<file path="src/pin_map_pkg.sv">
package pin_map_pkg;

  localparam int unsigned PIN_COUNT   = 8;
  localparam int unsigned CODE_W      = 6;
  localparam int unsigned AD_W        = 10;
  localparam int unsigned STATUS_W    = 32;
  localparam int unsigned CTRL_W      = 16;

  // mapping register window on the control port
  localparam logic [9:0] PIN0_MAP_ADDR = 10'h00f;
  localparam logic [9:0] PIN7_MAP_ADDR = 10'h016;

  // function code layout
  localparam int unsigned DIR_BIT     = 5;
  localparam int unsigned SEL_MSB     = 4;
  localparam int unsigned CTRL_IDX_MSB = 3;

  // output function codes
  localparam logic [5:0] FN_FIELD_FLAG_ERR   = 6'h01;
  localparam logic [5:0] FN_ACTIVE_FLAG_ERR  = 6'h02;
  localparam logic [5:0] FN_ANCIL_FLAG_ERR   = 6'h03;
  localparam logic [5:0] FN_CRC_ERR          = 6'h04;
  localparam logic [5:0] FN_ANC_FIFO_90      = 6'h07;
  localparam logic [5:0] FN_SHORT_MESSAGE    = 6'h08;
  localparam logic [5:0] FN_FULL_MESSAGE     = 6'h09;
  localparam logic [5:0] FN_SAV              = 6'h0d;
  localparam logic [5:0] FN_EAV              = 6'h0e;
  localparam logic [5:0] FN_NEW_SYNC         = 6'h0f;
  localparam logic [5:0] FN_CRC_LUMA         = 6'h10;
  localparam logic [5:0] FN_CRC_CHROMA       = 6'h11;
  localparam logic [5:0] FN_FIELD            = 6'h12;
  localparam logic [5:0] FN_VERT             = 6'h13;
  localparam logic [5:0] FN_HORZ             = 6'h14;
  localparam logic [5:0] FN_FORMAT0          = 6'h15;
  localparam logic [5:0] FN_FORMAT4          = 6'h19;
  localparam logic [5:0] FN_VFIFO_FULL       = 6'h1a;
  localparam logic [5:0] FN_VFIFO_EMPTY      = 6'h1b;
  localparam logic [5:0] FN_LOCK_DETECT      = 6'h1c;
  localparam logic [5:0] FN_SELF_TEST        = 6'h1d;
  localparam logic [5:0] FN_FIFO_OVERRUN     = 6'h1e;
  localparam logic [5:0] FN_ANCIL_SUM_ERR    = 6'h1f;
  // input function codes
  localparam logic [5:0] FN_EDH_FORCE        = 6'h20;
  localparam logic [5:0] FN_PATTERN_SEL0     = 6'h21;
  localparam logic [5:0] FN_EDH_ENABLE       = 6'h27;
  localparam logic [5:0] FN_TEST_GEN_ENABLE  = 6'h28;
  localparam logic [5:0] FN_PATTERN_FILTER   = 6'h2c;
  localparam logic [5:0] FN_DE_DITHER        = 6'h2d;
  localparam logic [5:0] FN_FRAMING_ENABLE   = 6'h2e;
  localparam logic [5:0] FN_FIFO_EXTRACT     = 6'h2f;

  // power-on mapping, pin 7 first
  localparam logic [7:0][5:0] MAP_RESET = {
    FN_EAV, FN_VFIFO_EMPTY, FN_CRC_ERR, FN_LOCK_DETECT,
    FN_FORMAT4, FN_HORZ, FN_VERT, FN_FIELD
  };

endpackage : pin_map_pkg

</file>
<file path="src/pin_map_if.sv">
`timescale 1ns/1ns
interface pin_map_if;
  logic [7:0][5:0] map;
  logic [7:0]      pins_in;
  logic [31:0]     status;
  logic [15:0]     ctrl_stored;
  logic [7:0]      pins_out;
  logic [7:0]      pins_oe;
  logic [15:0]     ctrl_out;

  modport owner
  (
    output map,
    output pins_in,
    output status,
    output ctrl_stored,
    input  pins_out,
    input  pins_oe,
    input  ctrl_out
  );

  modport router
  (
    input  map,
    input  pins_in,
    input  status,
    input  ctrl_stored,
    output pins_out,
    output pins_oe,
    output ctrl_out
  );
endinterface : pin_map_if

</file>
<file path="src/pin_router.sv">
`timescale 1ns/1ns
module pin_router
(
  input  wire logic     ref_clk,
  input  wire logic     rst_n,
  pin_map_if.router     bus
);

  typedef struct packed {
    logic [7:0]  pins_out;
    logic [7:0]  pins_oe;
    logic [15:0] ctrl_out;
  } router_s;

  router_s state_reg;
  router_s state_next;

  always_comb
  begin
    state_next          = '0;
    state_next.ctrl_out = bus.ctrl_stored;
    // ascending loop: with two pins on one control bit, the higher pin wins
    for (int p = 0; p < 8; p++)
    begin
      if (!bus.map[p][pin_map_pkg::DIR_BIT])
      begin
        state_next.pins_oe[p]  = 1'b1;
        state_next.pins_out[p] = bus.status[bus.map[p][pin_map_pkg::SEL_MSB:0]];
      end
      else if (!bus.map[p][pin_map_pkg::SEL_MSB])
      begin
        // codes 30..3f name no control bit; such a pin is only released
        state_next.ctrl_out[bus.map[p][pin_map_pkg::CTRL_IDX_MSB:0]] = bus.pins_in[p];
      end
    end
  end

  always_ff @(posedge ref_clk or negedge rst_n)
  begin
    if (!rst_n)
      state_reg <= '0;
    else
      state_reg <= state_next;
  end

  assign bus.pins_out = state_reg.pins_out;
  assign bus.pins_oe  = state_reg.pins_oe;
  assign bus.ctrl_out = state_reg.ctrl_out;

endmodule : pin_router

</file>
<file path="src/multifunction_port_pin_mapper.sv">
`timescale 1ns/1ns
// Operation
// eight mapping registers at 0F..16h, pin 0 lowest
// code bit 5 high makes the pin an input, low an output
// code bits 4:0 choose the register bit tied to the pin
// host must match direction to the function's own nature
// host writes: select low, write low, address, clock edge
// host then presents data word and gives a second clock edge
// output codes 01-04 and 07-09 pick flag, CRC and message status
// codes 0D-19 pick sync, CRC, timing and format bits
// codes 1A-1F pick FIFO, lock, self-test, overrun, checksum status
// codes 20-2F drive EDH, pattern, generator, filter, dither, framing, extract
// host must not use reserved codes 00,05,06,0A-0C,29-2B
// power-on mapping F,V,H,format4,lock,CRC,empty,EAV, all outputs
// outputs follow selected bit; inputs override the selected control bit
module multifunction_port_pin_mapper
(
  input  wire logic        ref_clk,
  input  wire logic        resetn,
  input  wire logic        port_clk,
  input  wire logic        port_function_select,
  input  wire logic        port_read_select,
  input  wire logic [9:0]  ad_in,
  output logic      [9:0]  ad_out,
  output logic             ad_oe,
  input  wire logic [7:0]  io_in,
  output logic      [7:0]  io_out,
  output logic      [7:0]  io_oe,
  input  wire logic [31:0] status_bits,
  input  wire logic [15:0] ctrl_stored,
  output logic      [15:0] ctrl_out
);

  typedef enum logic [0:0] {
    PH_ADDR,
    PH_DATA
  } phase_e;

  typedef struct packed {
    logic [2:0]       clk_sync;
    logic [1:0]       sel_sync;
    logic [1:0]       rd_sync;
    logic [1:0][9:0]  ad_sync;
    logic [1:0][7:0]  io_sync;
    phase_e           phase;
    logic             addr_hit;
    logic [2:0]       addr_idx;
    logic             read_op;
    logic [7:0][5:0]  map;
    logic [9:0]       ad_out;
    logic             ad_oe;
  } top_s;

  top_s       state_reg;
  top_s       state_next;
  logic [1:0] rst_sync_reg;
  logic       rst_n;
  logic       clk_rise;
  logic       ctrl_access;
  logic       hit;
  logic [9:0] offset;

  pin_map_if bus ();

  // reset is released on the clock so no flop leaves reset on a partial edge
  always_ff @(posedge ref_clk or negedge resetn)
  begin
    if (!resetn)
      rst_sync_reg <= 2'b00;
    else
      rst_sync_reg <= {rst_sync_reg[0], 1'b1};
  end

  assign rst_n = rst_sync_reg[1];

  function automatic logic map_addr_hit(input logic [9:0] addr);
    map_addr_hit = (addr >= pin_map_pkg::PIN0_MAP_ADDR) &&
                   (addr <= pin_map_pkg::PIN7_MAP_ADDR);
  endfunction : map_addr_hit

  assign clk_rise    = state_reg.clk_sync[1] & ~state_reg.clk_sync[2];
  assign ctrl_access = ~state_reg.sel_sync[1];
  assign offset      = state_reg.ad_sync[1] - pin_map_pkg::PIN0_MAP_ADDR;
  assign hit         = map_addr_hit(state_reg.ad_sync[1]);

  always_comb
  begin
    state_next = state_reg;
    // every port pin crosses two flops before anything looks at it
    state_next.clk_sync = {state_reg.clk_sync[1:0], port_clk};
    state_next.sel_sync = {state_reg.sel_sync[0], port_function_select};
    state_next.rd_sync  = {state_reg.rd_sync[0], port_read_select};
    state_next.ad_sync  = {state_reg.ad_sync[0], ad_in};
    state_next.io_sync  = {state_reg.io_sync[0], io_in};

    if (!ctrl_access)
    begin
      // leaving control mode aborts a half-done access and frees the bus
      state_next.phase = PH_ADDR;
      state_next.ad_oe = 1'b0;
    end
    else if (clk_rise)
    begin
      unique case (state_reg.phase)
        PH_ADDR:
        begin
          state_next.addr_hit = hit;
          state_next.addr_idx = offset[2:0];
          state_next.read_op  = state_reg.rd_sync[1];
          state_next.phase    = PH_DATA;
          if (state_reg.rd_sync[1])
          begin
            state_next.ad_oe  = 1'b1;
            state_next.ad_out = hit ? {4'h0, state_reg.map[offset[2:0]]} : 10'h000;
          end
        end
        PH_DATA:
        begin
          state_next.phase = PH_ADDR;
          state_next.ad_oe = 1'b0;
          if (!state_reg.read_op && state_reg.addr_hit)
          begin
            // only the six code bits are kept; the upper data bits are ignored
            state_next.map[state_reg.addr_idx] = state_reg.ad_sync[1][5:0];
          end
        end
      endcase
    end
  end

  always_ff @(posedge ref_clk or negedge rst_n)
  begin
    if (!rst_n)
    begin
      state_reg          <= '0;
      // select idles high; a zero here would look like a control access after reset
      state_reg.sel_sync <= 2'h3;
      state_reg.phase    <= PH_ADDR;
      state_reg.map   <= pin_map_pkg::MAP_RESET;
    end
    else
    begin
      state_reg <= state_next;
    end
  end

  assign bus.map         = state_reg.map;
  assign bus.pins_in     = state_reg.io_sync[1];
  assign bus.status      = status_bits;
  assign bus.ctrl_stored = ctrl_stored;

  pin_router u_router
  (
    .ref_clk (ref_clk),
    .rst_n   (rst_n),
    .bus     (bus.router)
  );

  assign ad_out   = state_reg.ad_out;
  assign ad_oe    = state_reg.ad_oe;
  assign io_out   = bus.pins_out;
  assign io_oe    = bus.pins_oe;
  assign ctrl_out = bus.ctrl_out;

endmodule : multifunction_port_pin_mapper

</file>
<file path="config.mk">
export PLATFORM = sky130hd
export DESIGN_NAME = multifunction_port_pin_mapper
export DESIGN_NICKNAME = d
export VERILOG_FILES = /design/src/pin_map_pkg.sv /design/src/pin_map_if.sv /design/src/pin_router.sv /design/src/multifunction_port_pin_mapper.sv
export SDC_FILE = /design/constraint.sdc
export NUM_CORES = 1
export LEC_CHECK = 0
export ABC_AREA = 1
export BUFFER_PORTS_ARGS = -buffer_cell sky130_fd_sc_hd__clkbuf_2
export CAP_MARGIN = 5
export CORE_UTILIZATION = 34
export CTS_CLUSTER_SIZE = 20
export DETAILED_ROUTE_END_ITERATION = 6
export GPL_ROUTABILITY_DRIVEN = 0
export PLACE_DENSITY = 0.47
export SLEW_MARGIN = 20
export SYNTH_ARGS = -nofsm -noshare
export SYNTH_HDL_FRONTEND = slang
export SYNTH_SLANG_ARGS = --single-unit
export TNS_END_PERCENT = 30
</file>
<file path="constraint.sdc">
create_clock -name ref_clk -period 7.64 [get_ports ref_clk]
set_input_delay 0 -clock ref_clk [delete_from_list [all_inputs] [get_ports ref_clk]]
set_output_delay 0 -clock ref_clk [all_outputs]
set_load 0.01 [all_outputs]
</file>
After elaboration in Yosys (flattened, before gate mapping). Cells that the tools add are included.

Output and inout port bits: 43. Logic and storage cells: 165. Bits of input ports: 71. Register bits: 142.

Equality and inequality tests: 1. Order comparisons: 29. Reduce and logical (&&, ||, !) cells: 17. Add/sub/neg operators: 1. Mux-type cells: 88. Bitwise operators: 4.

Operator list (number): 16-bit 2-to-1 mux (16); 16-bit bitwise mux (8); 48-bit 2-to-1 mux (2); 65-bit 2-to-1 mux (1); 48-bit bitwise mux (1); 5-bit by 6-bit less-than comparator with 1-bit output (second input constant) (8); 1-bit binary-select mux with 5-bit select (8); 4-bit by 5-bit less-than comparator with 1-bit output (second input constant) (8); 1-bit 2-to-1 mux (34); 1-bit demux with 4-bit select (8); 4-bit by 1-bit greater-or-equal comparator with 1-bit output (second input constant) (8); 6-bit binary-select mux with 3-bit select (1); 6-bit demux with 3-bit select (1); 6-bit 2-to-1 mux (3); 1-bit logical AND (11); 11-bit 2-to-1 mux (1); 10-bit by 4-bit greater-or-equal comparator with 1-bit output (second input constant) (1); 10-bit by 5-bit less-or-equal comparator with 1-bit output (second input constant) (1); 10-bit 2-to-1 mux (1); 3-bit by 4-bit less-than comparator with 1-bit output (second input constant) (2); 4-bit AND reduction (2); 5-bit 2-to-1 mux (1); 1-bit case mux with 2 select lines (2); 3-bit by 1-bit greater-or-equal comparator with 1-bit output (second input constant) (1); other kinds (8) (10).

Logic depth before layout (Yosys ltp). Gate-level depths: netlist of the first run.

Word-level depth: 28. Depth in mapped cells: 13. Gate-level depth less buffers: 12.

Modules after synthesis. A second synthesis of the first run with hierarchy kept.

Cell total of the unflattened synthesis: 1446. Area, all modules: 9658.0 µm².

Modules (own cells, without submodules): pin_router (cells each 1013, instances 1, area each 5445.2 µm², seq. area each 800.8 µm²); multifunction_port_pin_mapper (cells each 433, instances 1, area each 4212.8 µm², seq. area each 2681.3 µm²).

Worst setup path before layout of the first run. Ideal clock, no wire load.

Path kind: flip-flop to flip-flop. From: register state_reg[91] (netlist name). To: register state_reg, in the netlist ad_out[0]. Arrival: 1.690 ns. Period minus slack after synthesis: 1.816 ns. Slack: 5.824 ns. Cell stages (with the launch flop): 11. Library setup time: 0.126 ns. Path buffers: 3. Data required time: 7.514 ns. Path through: dfrtp_1 inv_1 clkbuf_1 ha_1 clkbuf_1 clkbuf_1 o211ai_1 o21ai_0 nand2_1 nand2_1 o21ai_0.

Longest elaborated chain between the ends: 4. Elaborated cells on any way between the ends: 7. Those cells by class: add/sub: 1; order compare: 2; mux: 3; reduce/logical: 1.

Ends and longest elaborated chain: start, declared (RTL line multifunction_port_pin_mapper.sv:54) `top_s state_reg;`; start signal, assigned (RTL line multifunction_port_pin_mapper.sv:143) `state_reg <= state_next;`; 3-bit subtractor (RTL line multifunction_port_pin_mapper.sv:83) `assign offset = state_reg.ad_sync[1] - pin_map_pkg::PIN0_MAP_ADDR;`; via offset[0] (RTL line multifunction_port_pin_mapper.sv:61) `logic [9:0] offset;`; 6-bit binary-select mux with 3-bit select (RTL line multifunction_port_pin_mapper.sv:114) `state_next.ad_out = hit ? {4'h0, state_reg.map[offset[2:0]]} : 10'h000;`; 6-bit 2-to-1 mux (not written as such) (RTL line multifunction_port_pin_mapper.sv:114); 6-bit 2-to-1 mux (RTL line multifunction_port_pin_mapper.sv:114).

The timed path passes the listed nets, and every way through them passes these cells. The select of a mux whose other input is x is not followed. A chain may end at the register's enable or synchronous reset.

Final worst setup path of the first run.
From: register state_reg[91] (netlist name). To: register state_reg, in the netlist ad_out[5].

Longest elaborated chain between the ends: 4. Elaborated cells on any way between the ends: 7. Those cells by class: add/sub: 1; order compare: 2; mux: 3; reduce/logical: 1.

Ends and longest elaborated chain (RTL line): 3-bit subtractor (multifunction_port_pin_mapper.sv:83); 6-bit binary-select mux with 3-bit select (multifunction_port_pin_mapper.sv:114); 6-bit 2-to-1 mux (not written as such) (multifunction_port_pin_mapper.sv:114); 6-bit 2-to-1 mux * (multifunction_port_pin_mapper.sv:114).

Mark *: on every way between the ends. The rest lies on a longest branch, timed or not. The select of a mux whose other input is x is not followed.

==> metrics.md, run 1 <==
| Metric | Value |
|---|---|
| Outcome | `finished, final reports clean` |
| Non-Filler Instances | `between 1.5k and 2k` |
| Clock sink count | `around 140` |
| Drt via density | `5.27` |
| Worst-path maximum fanout | `~50` |
| Fillers | `slightly below 3k` |
| Nets | `1558` |
| DRC errors left | `0` |
| Total wire length | `between 30000 and 40000 um` |
| TritonCTS clock tree | `done` |
| Clock tree buffer depth | `2` |
| Ports | `114` |
| Initial Util | `0.349` |
| RSZ-0062 raised after global routing | `no` |
| Data required, critical path | `between 7 and 8 ns` |
| Post-cts repair resize count | `0` |
| Slew @ Worst Pin | `0.938 ns` |
| Unique cell type count in the Yosys netlist | `36` |
| Period minus WS final | `2.52 ns` |
| Routed Antenna Nets | `0` |
| Power Dens Cells | `169 nW/um^2` |
| Peak VDD IR | `0.000196 V` |
| Proportion of layout cells with a drive suffix above 1 | `0.144` |
| Antenna violations before repair | `4` |
| Clock Latency Late Sink | `0.44 ns` |
| Initial DRT Pass Iterations | `5` |
| First-pass GRT wire length | `~56000 um` |
| Setup TNS | `0 ns` |
| GRT Overall Usage | `0.265` |
| Final period util | `0.330` |
| Ys async rst share | `1.00` |
| Hold depth | `9` |
| Area grow syn2layout | `16.7%` |
| Synthesis warning total | `0` |
| Die width | `169 um` |
| H-tree Lvls | `4` |
| HP Class | `in2reg` |
| Max cap viols | `0` |
| Post-Syn Instances | `~1.4k` |
| Post-synthesis area per instance | `6.76 um^2` |
| Critical path arrival | `2.82 ns` |
| Hpwl dp | `27500 um` |
| Final Hold Fails | `0` |
| Number of enable flip-flop cells after synthesis | `0` |
| Most frequent cells in the layout | `nand2_1, inv_1, nor2_1, a22oi_1, dfrtp_1` |
| Synthesized flop and latch total | `138` |
| Final setup vio count | `0` |
| Drt first-iter violations | `1098` |
| Root buffer cell | `clkbuf_16` |
| Total grt overflow | `0` |
| Synthesized area | `9470 um^2` |
| Predominant post-synthesis flop cell | `dfrtp_1` |
| WL/cell | `19.6 um` |
| Worst r2r path cells | `8` |
| # rows | `60` |
| DR vias | `9863` |
| Reg clk slew, reported paths | `0.07 ns` |
| Largest net degree at the start of global routing | `83` |
| Inst Count DP | `1814` |
| Sequential area share after synthesis | `0.368` |
| Final-report max-slew violation count | `0` |
| Leak Pwr | `just under 5 nW` |
| Max Freq | `roughly 0.4 GHz` |
| Vias in the first global route | `9468` |
| Die area | `28500 um^2` |
| Slew headroom | `0.372` |
| Worst setup SP type | `register` |
| Commonest non-fill, non-tap cell in the layout | `nand2_1` |
| WS Path Type | `reg2reg` |
| Num CTS Buffers | `17` |
| Core area | `27100 um^2` |
| IO buf count | `109` |
| Setup Skew | `roughly 0.018 ns` |
| Die Ht | `between 150 and 200 um` |
| CP Capture Type | `register` |
| R2r setup slk | `5.12 ns` |
==> logic make-up after synthesis <==
group / share of synthesized area
simple gates: 0.304
compound gates: 0.223
buf+inv: 0.100
flops: 0.368
fa+ha+maj: 0.00264
other cells: 0.000793
xor+xnor: 0.000925
==> area by class of cell <==
class                           count  area, um^2  area share
Tap cell                          372         465      0.0421
Timing Repair Buffer              135         811      0.0734
Inverter                          163         612      0.0554
Multi-Input combinational cell   1030        5050       0.457
Clock inverter                     14         185      0.0168
Clock buffer                       18         439      0.0397
Sequential cell                   138        3490       0.315
Antenna cell                        2        5.00    0.000453
==> worst paths after layout <==
path,start,end
max reg2reg,state_reg[91]$_DFF_PN0_,ad_out[5]$_DFFE_PN0P_
min reg2reg,rst_sync_reg[1]$_DFF_PN0_,u_router.bus.pins_out[5]$_DFF_PN0_
min,ctrl_stored[11],u_router.bus.ctrl_out[11]$_DFF_PN0_
max,state_reg[91]$_DFF_PN0_,ad_out[5]$_DFFE_PN0P_
min in group asynchronous,rst_sync_reg[1]$_DFF_PN0_,u_router.bus.pins_out[5]$_DFF_PN0_
max in group asynchronous,rst_sync_reg[1]$_DFF_PN0_,bus.pins_in[0]$_DFF_PN0_
==> power by group <==
group	internal (mW)	switching, mW	total (mW)
Combinational	0.0659	0.123	0.189
Clock	0.531	0.368	0.899
Sequential	0.756	0.0224	0.778
==> cell usage after synthesis (4+ instances only) <==
cell type | count | area share
inv_1 | 157 | 0.062
dfrtp_1 | 115 | 0.30
o221ai_1 | 16 | 0.015
o211ai_1 | 12 | 0.0095
o21ai_1 | 12 | 0.0063
nand2_2 | 4 | 0.0026
buf_1 | 12 | 0.0048
a21oi_1 | 48 | 0.025
nand2_1 | 429 | 0.17
nor2_1 | 125 | 0.050
inv_2 | 5 | 0.0020
a21oi_2 | 9 | 0.0083
nor2_2 | 15 | 0.0099
a32oi_1 | 8 | 0.0074
buf_4 | 11 | 0.0087
o21ai_0 | 106 | 0.056
buf_2 | 9 | 0.0048
dfstp_2 | 23 | 0.064
nor3_1 | 18 | 0.0095
clkbuf_1 | 36 | 0.014
nand3_1 | 83 | 0.044
a22oi_1 | 116 | 0.092
clkbuf_2 | 4 | 0.0021
nor2_4 | 11 | 0.013
==> critical path, stage by stage, from the launching register on <==
cell	delay [ns]
dfrtp_1	0.32
buf_4	0.39
inv_1	0.31
ha_1	0.81
o211ai_1	0.17
o21ai_0	0.11
nand2_1	0.07
nand2_1	0.07
o21ai_0	0.10
==> what timing repair did <==
action | in CTS | in global routing
endpoints found under the hold margin | 23 | 0
hold buffers | 23 | 0
setup buffers | 0 | 0
==> metrics by stage <==
stage / utilization / total power [mW] / setup slack, ns / instance area (um^2) / hold slack [ns]
2_1_floorplan: - / 0.898 / 3.55 / 9480 / -0.296
3_3_place_gp: 0.375 / 0.970 / 5.21 / 10200 / -0.212
3_5_place_dp: 0.375 / 0.970 / 5.15 / 10200 / -0.209
4_1_cts: 0.407 / 1.89 / 5.12 / 11000 / 0.177
5_1_grt: 0.408 / 1.94 / 4.85 / 11000 / 0.186
6_report: 0.408 / 1.87 / 5.12 / 11000 / 0.168
==> per-layer routing <==
layer	GRT usage	vias up	share of wire
li1	-	4798	-
met1	0.342	4612	0.43
met2	0.425	372	0.46
met3	0.0655	77	0.080
met4	0.106	4	0.029
met5	0	-	0.00076
Note: power is estimated with default switching activity, not from simulation.
==> run 2, diff against run 1 <==
- PLACE_DENSITY: 0.47 -> 0.49
- clock period: 7.64 -> 2.05 ns (I/O delays scaled with it)
==> run 2 against run 1 <==
Compared with the run above:
- worst hold slack got worse by 0.015 ns
- count of clock-buffer cells in the layout unchanged
- cell area increased by 3.0%
- fmax increased by 33%
- die area unchanged
- power increased to 3.8 times the previous value
- largest cell class unchanged
- highest routed layer unchanged
==> metrics.md, run 2 (same netlist as run 1, synthesis figures left out) <==
| Metric | Value |
|---|---|
| Commonest non-fill, non-tap cell in the layout | `nand2_1` |
| Sw power | `2.01 mW` |
| Critical path arrival | `2.24 ns` |
| Die Ht | `169 um` |
| Peak VDD IR | `~0.00063 V` |
| Drt via density | `~5.3` |
| Core area | `27100 um^2` |
| Combinational power share | `0.108` |
| IO buf count | `109` |
| Worst-path cell chain | `inv_1 > nor2_4 > nand2_1 > nor2_1 > a22oi_1 > nand2_1 > nand2_1 > nand2_1 > nand2_1 > a21oi_1` |
| Final setup margin | `~0.16 ns` |
| CP max stage delay | `0.55 ns` |
| # rows | `60` |
| Largest net degree at the start of global routing | `45` |
| WS Path Type | `reg2reg` |
| Final Hold Fails | `0` |
| GRT Overall Usage | `0.267` |
| Die width | `169 um` |
| Outcome | `finished, final reports clean` |
| Drt first-iter violations | `between 1k and 1.5k` |
| Total wire length | `37100 um` |
| H-tree Lvls | `4` |
| Clock power share | `0.481` |
| Total grt overflow | `0` |
| Final setup vio count | `0` |
| Initial Util | `0.349` |
| Clock tree buffer depth | `2` |
| First-pass GRT wire length | `around 56000 um` |
| Max cap viols | `0` |
| Vias in the first global route | `9926` |
| TritonCTS clock tree | `done` |
| Number of setup buffers added after CTS | `0` |
| Proportion of layout cells with a drive suffix above 1 | `0.167` |
| Power Dens Cells | `619 nW/um^2` |
| Worst setup SP type | `register` |
| Final period util | `0.923` |
| Period minus WS final | `1.89 ns` |
| Worst-path maximum fanout | `7` |
| Slew @ Worst Pin | `0.597 ns` |
| Antenna violations before repair | `7` |
| Clock sink count | `138` |
| Area grow syn2layout | `20.2%` |
| Hpwl dp | `between 20000 and 30000 um` |
| Data required, critical path | `approximately 2.4 ns` |
| Clock Latency Late Sink | `0.45 ns` |
| Slew headroom | `0.601` |
| Crit path buffers/inverters | `1` |
| Initial DRT Pass Iterations | `7` |
| DR vias | `10.2k` |
| DRC errors left | `0` |
| Nets | `1601` |
| Sw Ratio | `0.285` |
| Max Freq | `0.528 GHz` |
| Ports | `114` |
| RSZ-0062 raised after global routing | `no` |
| Root buffer cell | `clkbuf_16` |
| CP Capture Type | `register` |
| Pint | `between 5 and 6 mW` |
| Reg clk slew, reported paths | `~0.070 ns` |
| Routed Antenna Nets | `0` |
| HP Class | `in2reg` |
| Most frequent cells in the layout | `nand2_1, inv_1, nor2_1, a22oi_1, dfrtp_1` |
| CP delay by family, top | `simple AND/OR/NAND/NOR gates` |
| Num CTS Buffers | `17` |
| WL/cell | `19.4 um` |
| Post-place setup slack | `~0.15 ns` |
| Die area | `between 20000 and 30000 um^2` |
| Reg power frac | `0.411` |
| Leak Pwr | `a little over 5 nW` |
| Final-report max-slew violation count | `0` |
| Most frequent CP cell | `nand2_1` |
| Setup Skew | `~0.02 ns` |
| Worst Hold Slack | `0.153 ns` |
| Slowest stage cell, crit path | `dfrtp_1` |
| Setup TNS | `0 ns` |
| Final core occ | `0.420` |
[run 2: worst paths after layout]
check	startpoint	to	slack [ns]	cells past startpoint
max in group asynchronous	rst_sync_reg[1]$_DFF_PN0_	state_reg[104]$_DFF_PN1_	1.19	1
hold / removal	ctrl_stored[6]	u_router.bus.ctrl_out[6]$_DFF_PN0_	0.15	9
setup / recovery	register	u_router.bus.ctrl_out[14]$_DFF_PN0_	0.16	10
setup reg to reg	register	u_router.bus.ctrl_out[14]$_DFF_PN0_	0.16	10
min in group asynchronous	rst_sync_reg[1]$_DFF_PN0_	async pin	0.19	0
hold reg to reg	rst_sync_reg[1]$_DFF_PN0_	async pin	0.19	0
[run 2: stage by stage]
step                area [um^2]  power [mW]  std cells
floorplan                  9480        3.35       1404
global route              11400        7.27       1914
detailed placement        10500        3.66       1858
global placement          10500        3.66       1858
CTS                       11400        7.11       1913
finish                    11400        7.04       1917
[run 2: final cells by class]
type	instances	area [um^2]
fill	2853	15700
timing repair buffer	178	1150
inverter	163	612
clock buffer	18	429
antenna	4	10.0
multi-input combinational	1030	5050
sequential	138	3490
tap	372	465
clock inverter	14	184
[run 2: what timing repair did]
action / CTS / global route
resized for setup: 0 / 1
endpoints found under the setup margin: 0 / 3
hold buffers: 23 / 0
endpoints found under the hold margin: 23 / 0
[run 2: routing by layer]
| layer | GRT usage | routed length [um] |
|---|---|---|
| met1 | 0.341 | 15700 |
| met2 | 0.432 | 16900 |
| met3 | 0.0650 | 3320 |
| met4 | 0.106 | 1170 |
| met5 | 0 | 46 |
[run 2: power groups by stage]
| stage | registers (mW) | logic, mW | clock network [mW] |
|---|---|---|---|
| after floorplan | 2.96 | 0.390 | 0 |
| after global placement | 2.94 | 0.720 | 0 |
| after detailed placement | 2.94 | 0.720 | 0 |
| after CTS | 2.89 | 0.756 | 3.46 |
| after global routing | 2.90 | 0.828 | 3.54 |
| final | 2.89 | 0.760 | 3.39 |
[run 2: worst register-to-register path, cell delays in order, from the launching register on]
cell     delay, ns
dfrtp_1       0.55
inv_1         0.16
nor2_4        0.21
nand2_1       0.13
nor2_1        0.21
a22oi_1       0.10
nand2_1       0.09
nand2_1       0.06
nand2_1       0.07
nand2_1       0.06
a21oi_1       0.17
==> run 3, diff against run 2 <==
- CORE_ASPECT_RATIO: unset -> 1.5
==> run 3 against run 2 <==
Compared with the run above:
- the run now ends with design-rule violations left
- core utilization down 0.17 points
- largest cell class unchanged
- combinational power up 7.6%
- cell area rose by 0.37%
- critical path type unchanged
==> metrics.md, run 3 (same netlist as run 1, synthesis figures left out) <==
| Metric | Value |
|---|---|
| # diodes | `0` |
| CP Capture Type | `register` |
| Data required, critical path | `2.38 ns` |
| Setup TNS | `0 ns` |
| Outcome | `finished with violations` |
| Ports | `114` |
| Final Hold Fails | `0` |
| DR vias | `10.3k` |
| Total wire length | `39700 um` |
| H-tree Lvls | `4` |
| Critical path arrival | `2.32 ns` |
| Vias in the first global route | `10.4k` |
| Slew @ Worst Pin | `between 0.8 and 0.9 ns` |
| Sequential Area | `3490 um^2` |
| Root buffer cell | `clkbuf_16` |
| Initial Util | `0.347` |
| Num CTS Buffers | `17` |
| Routed Antenna Nets | `0` |
| Die area | `28500 um^2` |
| GRT Overall Usage | `0.286` |
| Leak Pwr | `5.19 nW` |
| Core area | `27300 um^2` |
| Worst setup SP type | `register` |
| Largest net degree at the start of global routing | `42` |
| Non-Filler Instances | `about 1.9k` |
| Total grt overflow | `0` |
| Antenna violations before repair | `0` |
| Max cap viols | `0` |
| Total power | `a little over 7 mW` |
| Inst Count DP | `1835` |
| Clock sink count | `138` |
| Drt first-iter violations | `916` |
| Max Freq | `0.503 GHz` |
| Die width | `around 140 um` |
| WS Path Type | `reg2reg` |
| Setup Skew | `0.0107 ns` |
| Final period util | `0.969` |
| Commonest non-fill, non-tap cell in the layout | `nand2_1` |
| Failing checks | `design-rule violations` |
| First-pass GRT wire length | `around 60000 um` |
| IO buf count | `109` |
| Post-place setup slack | `-0.0492 ns` |
| Area grow syn2layout | `20.7%` |
| Peak VDD IR | `0.000558 V` |
| Clock Latency Late Sink | `0.45 ns` |
| Final-report max-slew violation count | `0` |
| WL/cell | `21.0 um` |
| Most frequent cells in the layout | `nand2_1, inv_1, nor2_1, a22oi_1, dfrtp_1` |
| DRC errors left | `9` |
| Number of setup buffers added after CTS | `0` |
| Hpwl dp | `between 30000 and 40000 um` |
| Proportion of layout cells with a drive suffix above 1 | `0.172` |
| Drt via density | `about 5.5` |
| TritonCTS clock tree | `done` |
| HP Class | `in2reg` |
| Slew headroom | `0.424` |
| Multi-input logic area | `5060 um^2` |
| Period minus WS final | `1.99 ns` |
| Worst Hold Slack | `between 0.15 and 0.2 ns` |
| Final setup margin | `0.0629 ns` |
| Clock tree buffer depth | `2` |
| Worst-path maximum fanout | `12` |
| # rows | `74` |
| Final setup vio count | `0` |
| Power Dens Cells | `618 nW/um^2` |
| Fillers | `roughly 2.9k` |
| Reg clk slew, reported paths | `0.06 ns` |
| Initial DRT Pass Iterations | `7` |
| Nets | `1608` |
| Die Ht | `~210 um` |
| RSZ-0062 raised after global routing | `yes` |
-- run 3: area by class of cell --
type                            instances  share of cell area
Multi-Input combinational cell       1030               0.443
Timing Repair Buffer                  185               0.106
Clock inverter                         11              0.0150
Sequential cell                       138               0.305
Clock buffer                           21              0.0394
Tap cell                              342              0.0375
Inverter                              163              0.0536
-- run 3: worst paths after layout --
kind                                           start                             endpoint  slack, ns  cells after the start
setup / recovery                            register   u_router.bus.ctrl_out[4]$_DFF_PN0_       0.06                     10
hold / removal                       ctrl_stored[10]  u_router.bus.ctrl_out[10]$_DFF_PN0_       0.19                      9
setup reg to reg                            register   u_router.bus.ctrl_out[4]$_DFF_PN0_       0.06                     10
hold reg to reg            rst_sync_reg[1]$_DFF_PN0_              state_reg[96]$_DFF_PN0_       0.24                      0
max in group asynchronous  rst_sync_reg[1]$_DFF_PN0_            state_next[104]$_DFF_PN1_       1.15                      1
min in group asynchronous  rst_sync_reg[1]$_DFF_PN0_              state_reg[96]$_DFF_PN0_       0.24                      0
-- run 3: critical path: stages (launching register included) --
cell	delay (ns)
dfstp_2	0.38
nor2_1	0.67
nand3_1	0.18
nor2_1	0.14
nor2_1	0.05
nand2_1	0.06
nand2_1	0.09
nand2_1	0.12
nand2_1	0.06
nand2_1	0.07
a21oi_2	0.05
-- run 3: timing repair --
item                                    4_1_cts  5_1_grt
pin swaps                                     0        0
endpoints found under the hold margin        23        0
gates cloned                                  0        0
hold buffers                                 23        0
gates resized for setup                       1        5
endpoints found under the setup margin        5        6
-- run 3: power breakdown --
group	internal, mW	switching, mW
combinational	0.281	0.537
clock	2.07	1.27
sequential	2.82	0.0856
total	5.17	1.89
-- run 3: routing by layer --
layer	up-vias	global-route usage	part of all wire
met5	-	0	0
met4	0	0.168	0.056
met3	132	0.0538	0.071
met2	467	0.505	0.49
met1	4824	0.324	0.38
li1	4897	-	-
-- run 3: metrics by stage --
stage               area [um^2]  utilization
CTS                       11400        0.418
global route              11400        0.418
floorplan                  9480            -
global placement          10600        0.386
detailed placement        10600        0.386
finish                    11400        0.418
